### src/limits_voltage_pkg.sv
// Constants and carrier types for the limits and output-voltage registers.
// Assumes a byte-wide register port driven by the serial control front end.
package limits_voltage_pkg;

  // ==========================================================
  // Register offsets
  localparam logic [7:0] LIMITS_CONFIGURATION_ADDR = 8'h16;
  localparam logic [7:0] OUTPUT_VOLTAGE_HIGH_SELECT_ADDR = 8'h17;
  localparam logic [7:0] OUTPUT_VOLTAGE_LOW_SELECT_ADDR = 8'h18;

  // ==========================================================
  // Field positions in the limits register
  localparam int FAULT_ENABLE_A_BIT = 0;
  localparam int RESET_INDICATOR_BIT = 1;
  localparam int FORCE_RESET_BIT = 2;
  localparam int SPARE_BIT = 3;
  localparam int PREWARN_LSB = 4;
  localparam int PEAK_LSB = 6;

  // ==========================================================
  // Values after reset (plain defaults)
  localparam logic [7:0] LIMITS_RESET = 8'h02;
  localparam logic [7:0] HIGH_CODE_RESET = 8'h30;
  localparam logic [7:0] LOW_CODE_RESET = 8'h30;

  // ==========================================================
  // Output code range
  localparam logic [7:0] CODE_MAX = 8'hd8;
  localparam int VOUT_BASE_UV = 600000;
  localparam int VOUT_STEP_UV = 12500;

  typedef enum logic [1:0] {
    PREWARN_83C = 2'b00,
    PREWARN_94C = 2'b01,
    PREWARN_105C = 2'b10,
    PREWARN_116C = 2'b11
  } prewarn_t;

  typedef enum logic [1:0] {
    PEAK_5A2 = 2'b00,
    PEAK_5A8 = 2'b01,
    PEAK_6A2 = 2'b10,
    PEAK_6A8 = 2'b11
  } peak_t;

  typedef struct packed {
    peak_t peak_current_limit;
    prewarn_t thermal_prewarn_threshold;
    logic spare;
    logic force_register_reset;
    logic reset_indicator;
    logic fault_enable_a;
  } limits_t;

  typedef struct packed {
    logic wr;
    logic [7:0] addr;
    logic [7:0] data;
  } reg_wr_t;

endpackage : limits_voltage_pkg

### src/regulator_limits_voltage_regs.sv
// Limits configuration and output voltage code registers of the regulator.
// Assumes the serial front end delivers one-cycle write strobes and a read
// address on ref_clk_i; fault and pin inputs are asynchronous levels.
// The converter, thermal comparator and current sense read the registered
// code outputs; none of them writes back into this block.
`timescale 1ns/10ps

// Functional notes
// - With re-arm cleared a thermal or short fault latches the converter off.
// - With re-arm set a fault ends in a new power-up keeping register values.
// - Every register reset loads the reset indicator with one.
// - Pre-warning codes 00 to 11 select 83, 94, 105 and 116 degrees C.
// - High-select code drives the output when select is high or gating off.
// - Output code zero is 0.6 V, each step adds 12.5 mV up to 3.3 V.
// - Codes from 0xd8 upward all saturate at the 3.3 V setting.
// - Low-select code drives the output when select is low and gating on.
module regulator_limits_voltage_regs (
  input wire logic ref_clk_i, // 40 MHz clock
  input wire logic nrst_i, // Synchronous reset, active low
  input wire limits_voltage_pkg::reg_wr_t wr_i, // Register write strobe
  input wire logic [7:0] rd_addr_i, // Register read address
  output logic [7:0] rd_data_o, // Read data
  input wire logic select_gating_i, // Select pin function enabled
  input wire logic voltage_select_pin_i, // Select pin, asynchronous
  input wire logic thermal_shutdown_i, // Thermal fault, asynchronous
  input wire logic short_circuit_fault_i, // Short fault, asynchronous
  output logic [7:0] output_code_o, // Active output voltage code
  output logic [1:0] prewarn_code_o, // Thermal pre-warning code
  output logic [1:0] peak_code_o, // Inductor peak limit code
  output logic converter_on_o, // Converter allowed to run
  output logic powerup_start_o // One-cycle fresh power-up request
);

  // ==========================================================
  // Input synchronisers
  // Bit 2 select pin, bit 1 thermal fault, bit 0 short fault
  wire [2:0] pins_async = {voltage_select_pin_i, thermal_shutdown_i,
                           short_circuit_fault_i};
  wire [2:0] pins_sync;

  // One two-stage synchroniser per pin; stage one feeds stage two only
  for (genvar i = 0; i < 3; i++) begin : g_sync
    logic stage1_r;
    logic stage2_r;
    always_ff @(posedge ref_clk_i) begin
      if (!nrst_i) begin
        stage1_r <= 1'h0;
        stage2_r <= 1'h0;
      end else begin
        stage1_r <= pins_async[i];
        stage2_r <= stage1_r;
      end
    end
    assign pins_sync[i] = stage2_r;
  end

  wire sel_pin = pins_sync[2];
  // Both faults stop the converter alike; their sources are not kept
  wire fault = pins_sync[1] | pins_sync[0];

  // ==========================================================
  // Register file
  limits_voltage_pkg::limits_t limits_r;
  limits_voltage_pkg::limits_t limits_nxt;
  logic [7:0] high_code_r;
  logic [7:0] low_code_r;

  wire wr_limits = wr_i.wr &&
    (wr_i.addr == limits_voltage_pkg::LIMITS_CONFIGURATION_ADDR);
  wire wr_high = wr_i.wr &&
    (wr_i.addr == limits_voltage_pkg::OUTPUT_VOLTAGE_HIGH_SELECT_ADDR);
  wire wr_low = wr_i.wr &&
    (wr_i.addr == limits_voltage_pkg::OUTPUT_VOLTAGE_LOW_SELECT_ADDR);
  wire force_rst = wr_limits &&
    wr_i.data[limits_voltage_pkg::FORCE_RESET_BIT];
  wire regs_reset = !nrst_i || force_rst;

  always_comb begin
    limits_nxt = limits_voltage_pkg::limits_t'(wr_i.data);
    limits_nxt.spare = 1'b0;
    limits_nxt.force_register_reset = 1'b0;
  end

  // Default image shared by the register and output resets
  limits_voltage_pkg::limits_t limits_dflt;
  assign limits_dflt =
    limits_voltage_pkg::limits_t'(limits_voltage_pkg::LIMITS_RESET);

  // Faults never feed regs_reset, so settings survive a re-armed restart.
  // Limits register; the host clears the indicator with a plain write.
  always_ff @(posedge ref_clk_i) begin
    if (regs_reset) begin
      limits_r <= limits_dflt;
    end else if (wr_limits) begin
      limits_r <= limits_nxt;
    end
  end

  // code used with select high or gating off
  always_ff @(posedge ref_clk_i) begin
    if (regs_reset) begin
      high_code_r <= limits_voltage_pkg::HIGH_CODE_RESET;
    end else if (wr_high) begin
      high_code_r <= wr_i.data;
    end
  end

  // code used with select low and gating on
  always_ff @(posedge ref_clk_i) begin
    if (regs_reset) begin
      low_code_r <= limits_voltage_pkg::LOW_CODE_RESET;
    end else if (wr_low) begin
      low_code_r <= wr_i.data;
    end
  end

  // ==========================================================
  // Read mux; unmapped offsets read zero
  wire rd_hit_limits =
    rd_addr_i == limits_voltage_pkg::LIMITS_CONFIGURATION_ADDR;
  wire rd_hit_high =
    rd_addr_i == limits_voltage_pkg::OUTPUT_VOLTAGE_HIGH_SELECT_ADDR;
  wire rd_hit_low =
    rd_addr_i == limits_voltage_pkg::OUTPUT_VOLTAGE_LOW_SELECT_ADDR;
  // spare and force bits are stored as zero
  wire [7:0] rd_mux = rd_hit_limits ? limits_r :
                      rd_hit_high ? high_code_r :
                      rd_hit_low ? low_code_r : 8'h00;

  // ==========================================================
  // Voltage selection
  // high code when pin high or gating off
  // low code when pin low and gating on
  wire [7:0] sel_code = (!select_gating_i || sel_pin) ? high_code_r :
                        low_code_r;
  wire [7:0] clamp_code = (sel_code > limits_voltage_pkg::CODE_MAX) ?
                          limits_voltage_pkg::CODE_MAX : sel_code;

  // ==========================================================
  // Fault handling
  // Latch-off is left only through the reset pin; a forced register
  // reset restores settings but must not restart a latched converter
  typedef enum logic [1:0] {
    RUN_ST = 2'b00,
    FAULT_ST = 2'b01,
    LATCH_ST = 2'b10
  } fault_state_t;

  fault_state_t state_r;
  fault_state_t state_nxt;
  logic start_r;
  logic start_nxt;

  always_comb begin
    state_nxt = state_r;
    start_nxt = 1'h0;
    case (state_r)
      RUN_ST: begin
        if (fault && !limits_r.fault_enable_a) begin
          state_nxt = LATCH_ST;
        end else if (fault) begin
          state_nxt = FAULT_ST;
        end
      end
      FAULT_ST: begin
        if (fault && !limits_r.fault_enable_a) begin
          state_nxt = LATCH_ST;
        end else if (!fault) begin
          state_nxt = RUN_ST;
          start_nxt = limits_r.fault_enable_a;
        end
      end
      LATCH_ST: begin
        state_nxt = LATCH_ST;
      end
      default: begin
        // Unused code; fail safe by holding the converter off
        state_nxt = LATCH_ST;
      end
    endcase
  end

  always_ff @(posedge ref_clk_i) begin
    if (!nrst_i) begin
      state_r <= RUN_ST;
      start_r <= 1'h0;
    end else begin
      state_r <= state_nxt;
      start_r <= start_nxt;
    end
  end

  // ==========================================================
  // Registered outputs
  always_ff @(posedge ref_clk_i) begin
    if (!nrst_i) begin
      rd_data_o <= 8'h00;
      output_code_o <= limits_voltage_pkg::HIGH_CODE_RESET;
      prewarn_code_o <= limits_dflt.thermal_prewarn_threshold;
      peak_code_o <= limits_dflt.peak_current_limit;
      converter_on_o <= 1'h0;
    end else begin
      rd_data_o <= rd_mux;
      output_code_o <= clamp_code;
      prewarn_code_o <= limits_r.thermal_prewarn_threshold;
      // peak limit code to current sense
      peak_code_o <= limits_r.peak_current_limit;
      // Off while a fault stands or after latch-off
      converter_on_o <= !fault && (state_r != LATCH_ST);
    end
  end
  assign powerup_start_o = start_r;

endmodule : regulator_limits_voltage_regs

### config.mk
export PLATFORM = sky130hd
export DESIGN_NAME = regulator_limits_voltage_regs
export DESIGN_NICKNAME = d
export VERILOG_FILES = /design/src/limits_voltage_pkg.sv /design/src/regulator_limits_voltage_regs.sv
export SDC_FILE = /design/constraint.sdc
export NUM_CORES = 1
export LEC_CHECK = 0
export ABC_AREA = 1
export BUFFER_PORTS_ARGS = -buffer_cell sky130_fd_sc_hd__buf_2
export CORE_MARGIN = 2
export CORE_UTILIZATION = 31
export CTS_CLUSTER_SIZE = 14
export DETAILED_ROUTE_END_ITERATION = 8
export SYNTH_ARGS = -nofsm -noshare
export SYNTH_HDL_FRONTEND = slang
export SYNTH_SLANG_ARGS = --single-unit
### constraint.sdc
create_clock -name ref_clk_i -period 3.4 [get_ports ref_clk_i]
set_input_delay 0.68 -clock ref_clk_i [delete_from_list [all_inputs] [get_ports ref_clk_i]]
set_output_delay 0.68 -clock ref_clk_i [all_outputs]
set_load 0.01 [all_outputs]
[Word level (Yosys, flattened, before mapping)]
Index checks and enable logic that the tools add are counted.
Cells by class
  muxes and demuxes: 10
  equal/unequal tests: 10
  $lt $le $gt $ge: 1
  bitwise gates (word level): 3
  reduce and logical (&&, ||, !) cells: 17
Operator list (count)
  equality test 8 x 5 -> 1 bit (second input constant): 6
  two-way mux 8 bit: 5
  > comparator 8 bit (second input constant): 1
  two-way mux 2 bit: 4
  logical AND 1 bit: 6
  inequality test 3 bit (second input constant): 2
  zero test 1 bit: 4
  case mux 2 bit (2 select lines): 1
  OR reduction 2 bit: 2
  OR reduction 4 bit: 1
  equality test 2 x 1 -> 1 bit (second input constant): 1
  zero test 2 bit: 1
  logical OR 1 bit: 2
  inequality test 2 bit (second input constant): 1
  NOT 1 bit: 2
  AND reduction 2 bit: 1
  OR 1 bit: 1
Word-level totals
  word-level logic and storage cells: 62
  bits of input ports: 31
  flip-flop bits (word level): 52
  output and inout port bits: 22

[Logic depth before layout (Yosys ltp)]
Gate-level depths: netlist (run 1).
  depth in word-level cells: 5
  depth in mapped cells: 11
  mapped depth without buffers: 10

[Worst setup path before layout (run 1)]
Ideal clock, no wire load.
  kind: in2reg
  from: input wr_i[13] in the netlist's numbering
  to: register high_code_r[6]
  stages on the path: 9
  path slack: 1746 ps
  arrival: 1539 ps
  path buffers: 1
  cells stage by stage: inv_1 nand2_1 nor3_4 nand3_4 nor2_4 nor2_8 inv_6 buf_6 a21oi_2
On the way
  cells in the longest elaborated chain, start to end: 4
RTL lines
  from (decl): line regulator_limits_voltage_regs.sv:20  | input wire limits_voltage_pkg::reg_wr_t wr_i,
  equality test 8 x 5 -> 1 bit: line regulator_limits_voltage_regs.sv:69  | (wr_i.addr == limits_voltage_pkg::LIMITS_CONFIGURATION_ADDR);
  logical AND 1 bit: line regulator_limits_voltage_regs.sv:68  | wire wr_limits = wr_i.wr &&
  logical AND 1 bit: line regulator_limits_voltage_regs.sv:74  | wire force_rst = wr_limits &&
  logical OR 1 bit: line regulator_limits_voltage_regs.sv:76  | wire regs_reset = !nrst_i || force_rst;
  to (signal assigned): line regulator_limits_voltage_regs.sv:102  | high_code_r <= limits_voltage_pkg::HIGH_CODE_RESET;
  to (signal assigned): line regulator_limits_voltage_regs.sv:104  | high_code_r <= wr_i.data;
  to (decl): line regulator_limits_voltage_regs.sv:65  | logic [7:0] high_code_r;
Several ways; a longest one is shown, not always the timed one.
A chain may end at the register's enable or synchronous reset.

[Final worst setup path (run 1)]
  from: input wr_i[13] in the netlist's numbering
  to: register high_code_r[7]
The elaborated chain is that of the path after synthesis.

==> results.sh, run 1 <==
export IMPL_yosys_most_used_dff="dfxtp_1"
export IMPL_slowest_stage="nor3_4"
export IMPL_die_area_um2=7840
export IMPL_netlist_area_leader_share=0.470
export IMPL_clock_latency_ns=0.30
export IMPL_grt_pass1_vias=1735
export IMPL_cts_reportedPaths_clkPinSlew_ns=0.08
export IMPL_slew_violations=0
export IMPL_path_class="input port to register"
export IMPL_placed_area_um2=2550
export IMPL_fmax_mhz=505
export IMPL_cp_arrival_ns=2.17
export IMPL_hold_end="g_sync[1].stage2_r$_SDFF_PN0_"
export IMPL_wl_um=4720
export IMPL_layout_drive_gt1_share=0.276
export IMPL_hold_ws_ns=0.417
export IMPL_overflow=0
export IMPL_ios=53
export IMPL_hold_depth=2
export IMPL_finalSetupViolCount=0
export IMPL_syn_nets=309
export IMPL_drt_pre_antenna_iters=4
export IMPL_port_buffers=52
export IMPL_antenna_found_initial=0
export IMPL_cts_max_level=2
export IMPL_via_count=1877
export IMPL_rows=30
export IMPL_drt_iter0_markers=79
export IMPL_cp_max_fo=21
export IMPL_synth_edf_count=0
export IMPL_ctsResizeCount=0
export IMPL_cts_hold_buf=0
export IMPL_num_nets_final=361
export IMPL_synthTopCellsByArea="dfxtp_1, nand2_1, inv_1"
export IMPL_setup_tns_final_ns=0
export IMPL_min_period_over_period=0.582
export IMPL_vdd_drop_max_v=0.000152
export IMPL_die_y_um=88.5
export IMPL_drv_cap=0
export IMPL_fin_area_um2=2630
export IMPL_start_util=0.323
export IMPL_core_area_um2=6870
export IMPL_hpwl_um=3710
export IMPL_pre_cts_slack_ns=1.07
export IMPL_gp_congestion=0.856
export IMPL_grt_max_degree=22
export IMPL_grt_use_total=0.130
export IMPL_viasPerCell=4.41
export IMPL_end_kind="register"
export IMPL_syn_cell_area_um2=2220
export IMPL_synth_seq_cells=52
export IMPL_num_fill_cells=736
export IMPL_hold_viol_final=0
export IMPL_cp_required_ns=3.59
export IMPL_timing_rr_start="g_sync[2].stage2_r$_SDFF_PN0_"
export IMPL_synth_largest_area_cell="dfxtp_1"
export IMPL_crit_chain="buf_2, inv_1, nand2_1, nor3_4, nand3_4, nor2_4, nor2_8, inv_6, a21oi_1"
export IMPL_start_kind="input port"
export IMPL_r2r_setup_slack_ns=1.90
export IMPL_hold_path_startpoint="g_sync[1].stage1_r$_SDFF_PN0_"
export IMPL_numCtsBuffers=5
export IMPL_ys_warn_count=0
export IMPL_diodes=0
export IMPL_routedWlPerCell_um=11.1
export IMPL_cts_sinks=52
export IMPL_tightest_slew_ns=0.736
export IMPL_fin_skew_ns=0.00748
export IMPL_r2r_worst_path_cells=9
export IMPL_avgSynthCellArea_um2=7.97
export IMPL_outcome="finished, final reports clean"
export IMPL_rsz0062_at_grt="no"
export IMPL_synth_top_cells_by_count="nand2_1, dfxtp_1, inv_1"
export IMPL_syn_to_final_growth_pct=18.6
export IMPL_ys_seq_area_frac=0.470
export IMPL_synth_cells=278
export IMPL_synth_cell_types=30
export IMPL_cts_tree="yes"
export IMPL_post_route_min_period_ns=1.98
export IMPL_min_delay_path_class="register to register"
export IMPL_relSlewSlack=0.508
export IMPL_yosysMostFrequentCell="nand2_1"
export IMPL_drc=0
export IMPL_totalPowerFinal_mw=1.03
export IMPL_slowest_delay_ns=0.58
export IMPL_cts_setup_buffers=0
export IMPL_p_leak_nw=1.19
export IMPL_r2r_end="output_code_o[1]$_SDFF_PP0_"
export IMPL_ctsRootBufferMaster="clkbuf_8"
export IMPL_grt_first_pass_wirelength_um=7860
export IMPL_die_x_um=88.5
export IMPL_powerDensity_nw_per_um2=392
export IMPL_ant_nets=0
export IMPL_layout_setup_ws_ns=1.42
export IMPL_cts_path_max_buffers=2
export IMPL_async_flop_share=0
## per-layer routing
layer / vias up / track usage / share of wire
met5: - / 0 / 0
met4: 0 / 0.0455 / 0.015
met3: 7 / 0.0336 / 0.051
met2: 45 / 0.197 / 0.42
met1: 825 / 0.179 / 0.51
li1: 1000 / - / -
## report_power, final
| group | internal (mW) | total, mW | leakage, nW | switching, mW |
|---|---|---|---|---|
| Sequential | 0.617 | 0.620 | 0.422 | 0.00282 |
| Clock | 0.140 | 0.324 | 0.0410 | 0.184 |
| Combinational | 0.0300 | 0.0869 | 0.723 | 0.0569 |
## flip-flops by register name, indices dropped and copies added, names as in the netlist
register	flops
low_code_r	8
high_code_r	8
limits_r	6
peak_code_o	2
output_code_o	8
state_r	2
rd_data_o	8
g_sync.stage2_r	3
prewarn_code_o	2
converter_on_o	1
powerup_start_o	1
g_sync.stage1_r	3
## layout by cell type (no fill, tap or decap), drive strengths merged
cell type,instances
nand3,20
buf,52
o211ai,5
inv,40
o21ai,12
or2,1
nor2,25
nand3b,1
clkinv,2
clkbuf,6
nor3,10
a21oi,24
and3,1
nand4,12
dfxtp,52
nand2,67
## cell type report
cell class | instances | area, um2 | area share
sequential | 52 | 1040 | 0.396
clock buffer | 6 | 72.6 | 0.0276
inverter | 41 | 159 | 0.0604
tap | 96 | 120 | 0.0457
multi-input combinational | 178 | 971 | 0.369
timing repair buffer | 52 | 260 | 0.0990
clock inverter | 1 | 5.00 | 0.00190
## worst max-delay path, delay by kind of cell
kind / cells / cell delay, ns
AOI/OAI and AO/OA: 1 / 0.06
and+or+nand+nor: 5 / 1.14
buffers and inverters: 3 / 0.29
## metrics by stage
step,utilization,instances
2_1_floorplan,-,278
3_3_place_gp,0.371,419
3_5_place_dp,0.371,419
4_1_cts,0.383,426
5_1_grt,0.383,426
6_report,0.383,426
## worst max-delay path by stage
stage | slack (ns) | to | startpoint
4_1_cts | 1.40 | high_code_r[7]$_SDFFE_PP0P_ | wr_i[13]
2_1_floorplan | 1.75 | high_code_r[6]$_SDFFE_PP0P_ | wr_i[13]
5_1_grt | 1.26 | low_code_r[7]$_SDFFE_PP0P_ | wr_i[13]
3_5_place_dp | 1.07 | high_code_r[0]$_SDFFE_PP0P_ | wr_i[13]
3_3_place_gp | 1.14 | low_code_r[7]$_SDFFE_PP0P_ | wr_i[13]
6_report | 1.42 | high_code_r[7]$_SDFFE_PP0P_ | wr_i[13]
## cells by family after synthesis
family,synth area share
AND/OR/NAND/NOR,0.323
flip-flops,0.470
buffers and inverters,0.0920
AO/OA/AOI/OAI,0.115
Note: power is estimated with default switching activity, not from simulation.
==> run 2: changes to the inputs <==
clock period = 1.7 ns   (was 3.4 ns; I/O delays follow)
==> results.sh, run 2 (same netlist as run 1, synthesis figures left out) <==
export IMPL_via_count=1871
export IMPL_placed_area_um2=2600
export IMPL_drc=0
export IMPL_cts_setup_buffers=0
export IMPL_r2r_setup_slack_ns=0.32
export IMPL_crit_chain="inv_2, nand2_1, buf_4, nor2_1, a21oi_1, nor2_1, nand2_1, nand2_1, nor2_1"
export IMPL_vdd_drop_max_v=0.000303
export IMPL_r2r_end="output_code_o[0]$_SDFF_PP0_"
export IMPL_hold_end="g_sync[0].stage1_r$_SDFF_PN0_"
export IMPL_slowest_delay_ns=0.34
export IMPL_cp_required_ns=1.93
export IMPL_start_util=0.323
export IMPL_ctsRootBufferMaster="clkbuf_8"
export IMPL_drt_pre_antenna_iters=4
export IMPL_drt_iter0_markers=86
export IMPL_finalSetupViolCount=0
export IMPL_hpwl_um=3820
export IMPL_cp_max_fo=7
export IMPL_fmax_mhz=726
export IMPL_layout_commonest_cell="nand2_1"
export IMPL_rsz0062_at_grt="no"
export IMPL_die_x_um=88.5
export IMPL_cts_hold_buf=0
export IMPL_cts_reportedPaths_clkPinSlew_ns=0.09
export IMPL_numCtsBuffers=5
export IMPL_final_cell_mix="nand2_1, dfxtp_1, buf_2, inv_1, nor2_1"
export IMPL_cp_arrival_ns=1.61
export IMPL_clock_latency_ns=0.30
export IMPL_final_util=0.392
export IMPL_tightest_slew_ns=0.388
export IMPL_setup_tns_final_ns=0
export IMPL_hold_ws_ns=0.221
export IMPL_post_route_min_period_ns=1.38
export IMPL_powerDensity_nw_per_um2=795
export IMPL_antenna_found_initial=0
export IMPL_end_kind="register"
export IMPL_grt_max_degree=18
export IMPL_cts_tree="yes"
export IMPL_hold_depth=3
export IMPL_ios=53
export IMPL_slew_violations=0
export IMPL_seqCellArea_um2=1040
export IMPL_cts_sinks=52
export IMPL_fin_area_um2=2690
export IMPL_hold_viol_final=0
export IMPL_slowest_stage="dfxtp_1"
export IMPL_timing_rr_start="g_sync[2].stage2_r$_SDFF_PN0_"
export IMPL_start_kind="register"
export IMPL_routedWlPerCell_um=11.2
export IMPL_num_fill_cells=731
export IMPL_rows=30
export IMPL_hold_path_startpoint="short_circuit_fault_i"
export IMPL_totalPowerFinal_mw=2.14
export IMPL_port_buffers=52
export IMPL_die_y_um=88.5
export IMPL_wl_um=4850
export IMPL_num_nets_final=367
export IMPL_core_area_um2=6870
export IMPL_min_period_over_period=0.810
export IMPL_syn_to_final_growth_pct=21.4
export IMPL_min_delay_path_class="input port to register"
export IMPL_path_class="register to register"
export IMPL_grt_use_total=0.134
export IMPL_cts_max_level=2
export IMPL_die_area_um2=7840
export IMPL_grt_pass1_vias=1707
export IMPL_ctsResizeCount=0
export IMPL_outcome="finished, final reports clean"
export IMPL_cts_path_max_buffers=2
export IMPL_r2r_worst_path_cells=9
export IMPL_gp_congestion=0.804
export IMPL_ant_nets=0
export IMPL_diodes=0
export IMPL_fin_skew_ns=0.0131
export IMPL_grt_first_pass_wirelength_um=8020
export IMPL_overflow=0
export IMPL_drv_cap=0
export IMPL_relSlewSlack=0.740
export IMPL_viasPerCell=4.32
export IMPL_p_leak_nw=1.22
export IMPL_multiInputGateArea_um2=971
export IMPL_layout_drive_gt1_share=0.291
run 2: cell count changes in the layout (fill, tap and decap cells not counted), sizes merged:
cell	before	now
clkinvlp	0	1
clkbuf	6	7
clkinv	2	1
buf	52	58
run 2: report_power, final:
part | total (mW) | internal (mW) | switching [mW]
sequential | 1.24 | 1.23 | 0.00543
combinational | 0.182 | 0.0669 | 0.115
clock | 0.716 | 0.331 | 0.384
total | 2.14 | 1.63 | 0.505
run 2: cell type report:
cell class	instances	share of cell area
tap	96	0.0447
sequential	52	0.387
inverter	41	0.0591
multi-input combinational	178	0.361
clock buffer	7	0.0321
timing repair buffer	58	0.113
clock inverter	1	0.00279
run 2: routing by layer:
metal	global-route usage	routed length (um)	vias up
met5	0	0	-
met4	0.0496	25	0
met3	0.0336	219	2
met2	0.208	2150	44
met1	0.182	2460	809
li1	-	-	1016
run 2: through the flow:
stage                     instances  setup WS (ns)
after floorplan                 278          0.386
after global placement          425          0.165
after detailed placement        425          0.135
after CTS                       433          0.311
after global routing            433          0.138
final                           433          0.323
run 2: how the worst max path moves through the flow:
stage,cells past startpoint,to,from
after CTS,9,output_code_o[1]$_SDFF_PP0_,g_sync[2].stage2_r$_SDFF_PN0_
after global placement,9,rd_data_o[4]$_SDFF_PN0_,rd_addr_i[5]
after floorplan,9,high_code_r[6]$_SDFFE_PP0P_,wr_i[13]
final,9,output_code_o[0]$_SDFF_PP0_,g_sync[2].stage2_r$_SDFF_PN0_
after detailed placement,9,rd_data_o[4]$_SDFF_PN0_,rd_addr_i[5]
after global routing,9,output_code_o[2]$_SDFF_PP0_,g_sync[2].stage2_r$_SDFF_PN0_
run 2: critical path, delay by kind of cell (launching register included):
family / cells / cell delay [ns]
AO/OA/AOI/OAI: 1 / 0.18
buffers and inverters: 2 / 0.23
flip-flops: 1 / 0.34
AND/OR/NAND/NOR: 6 / 0.58
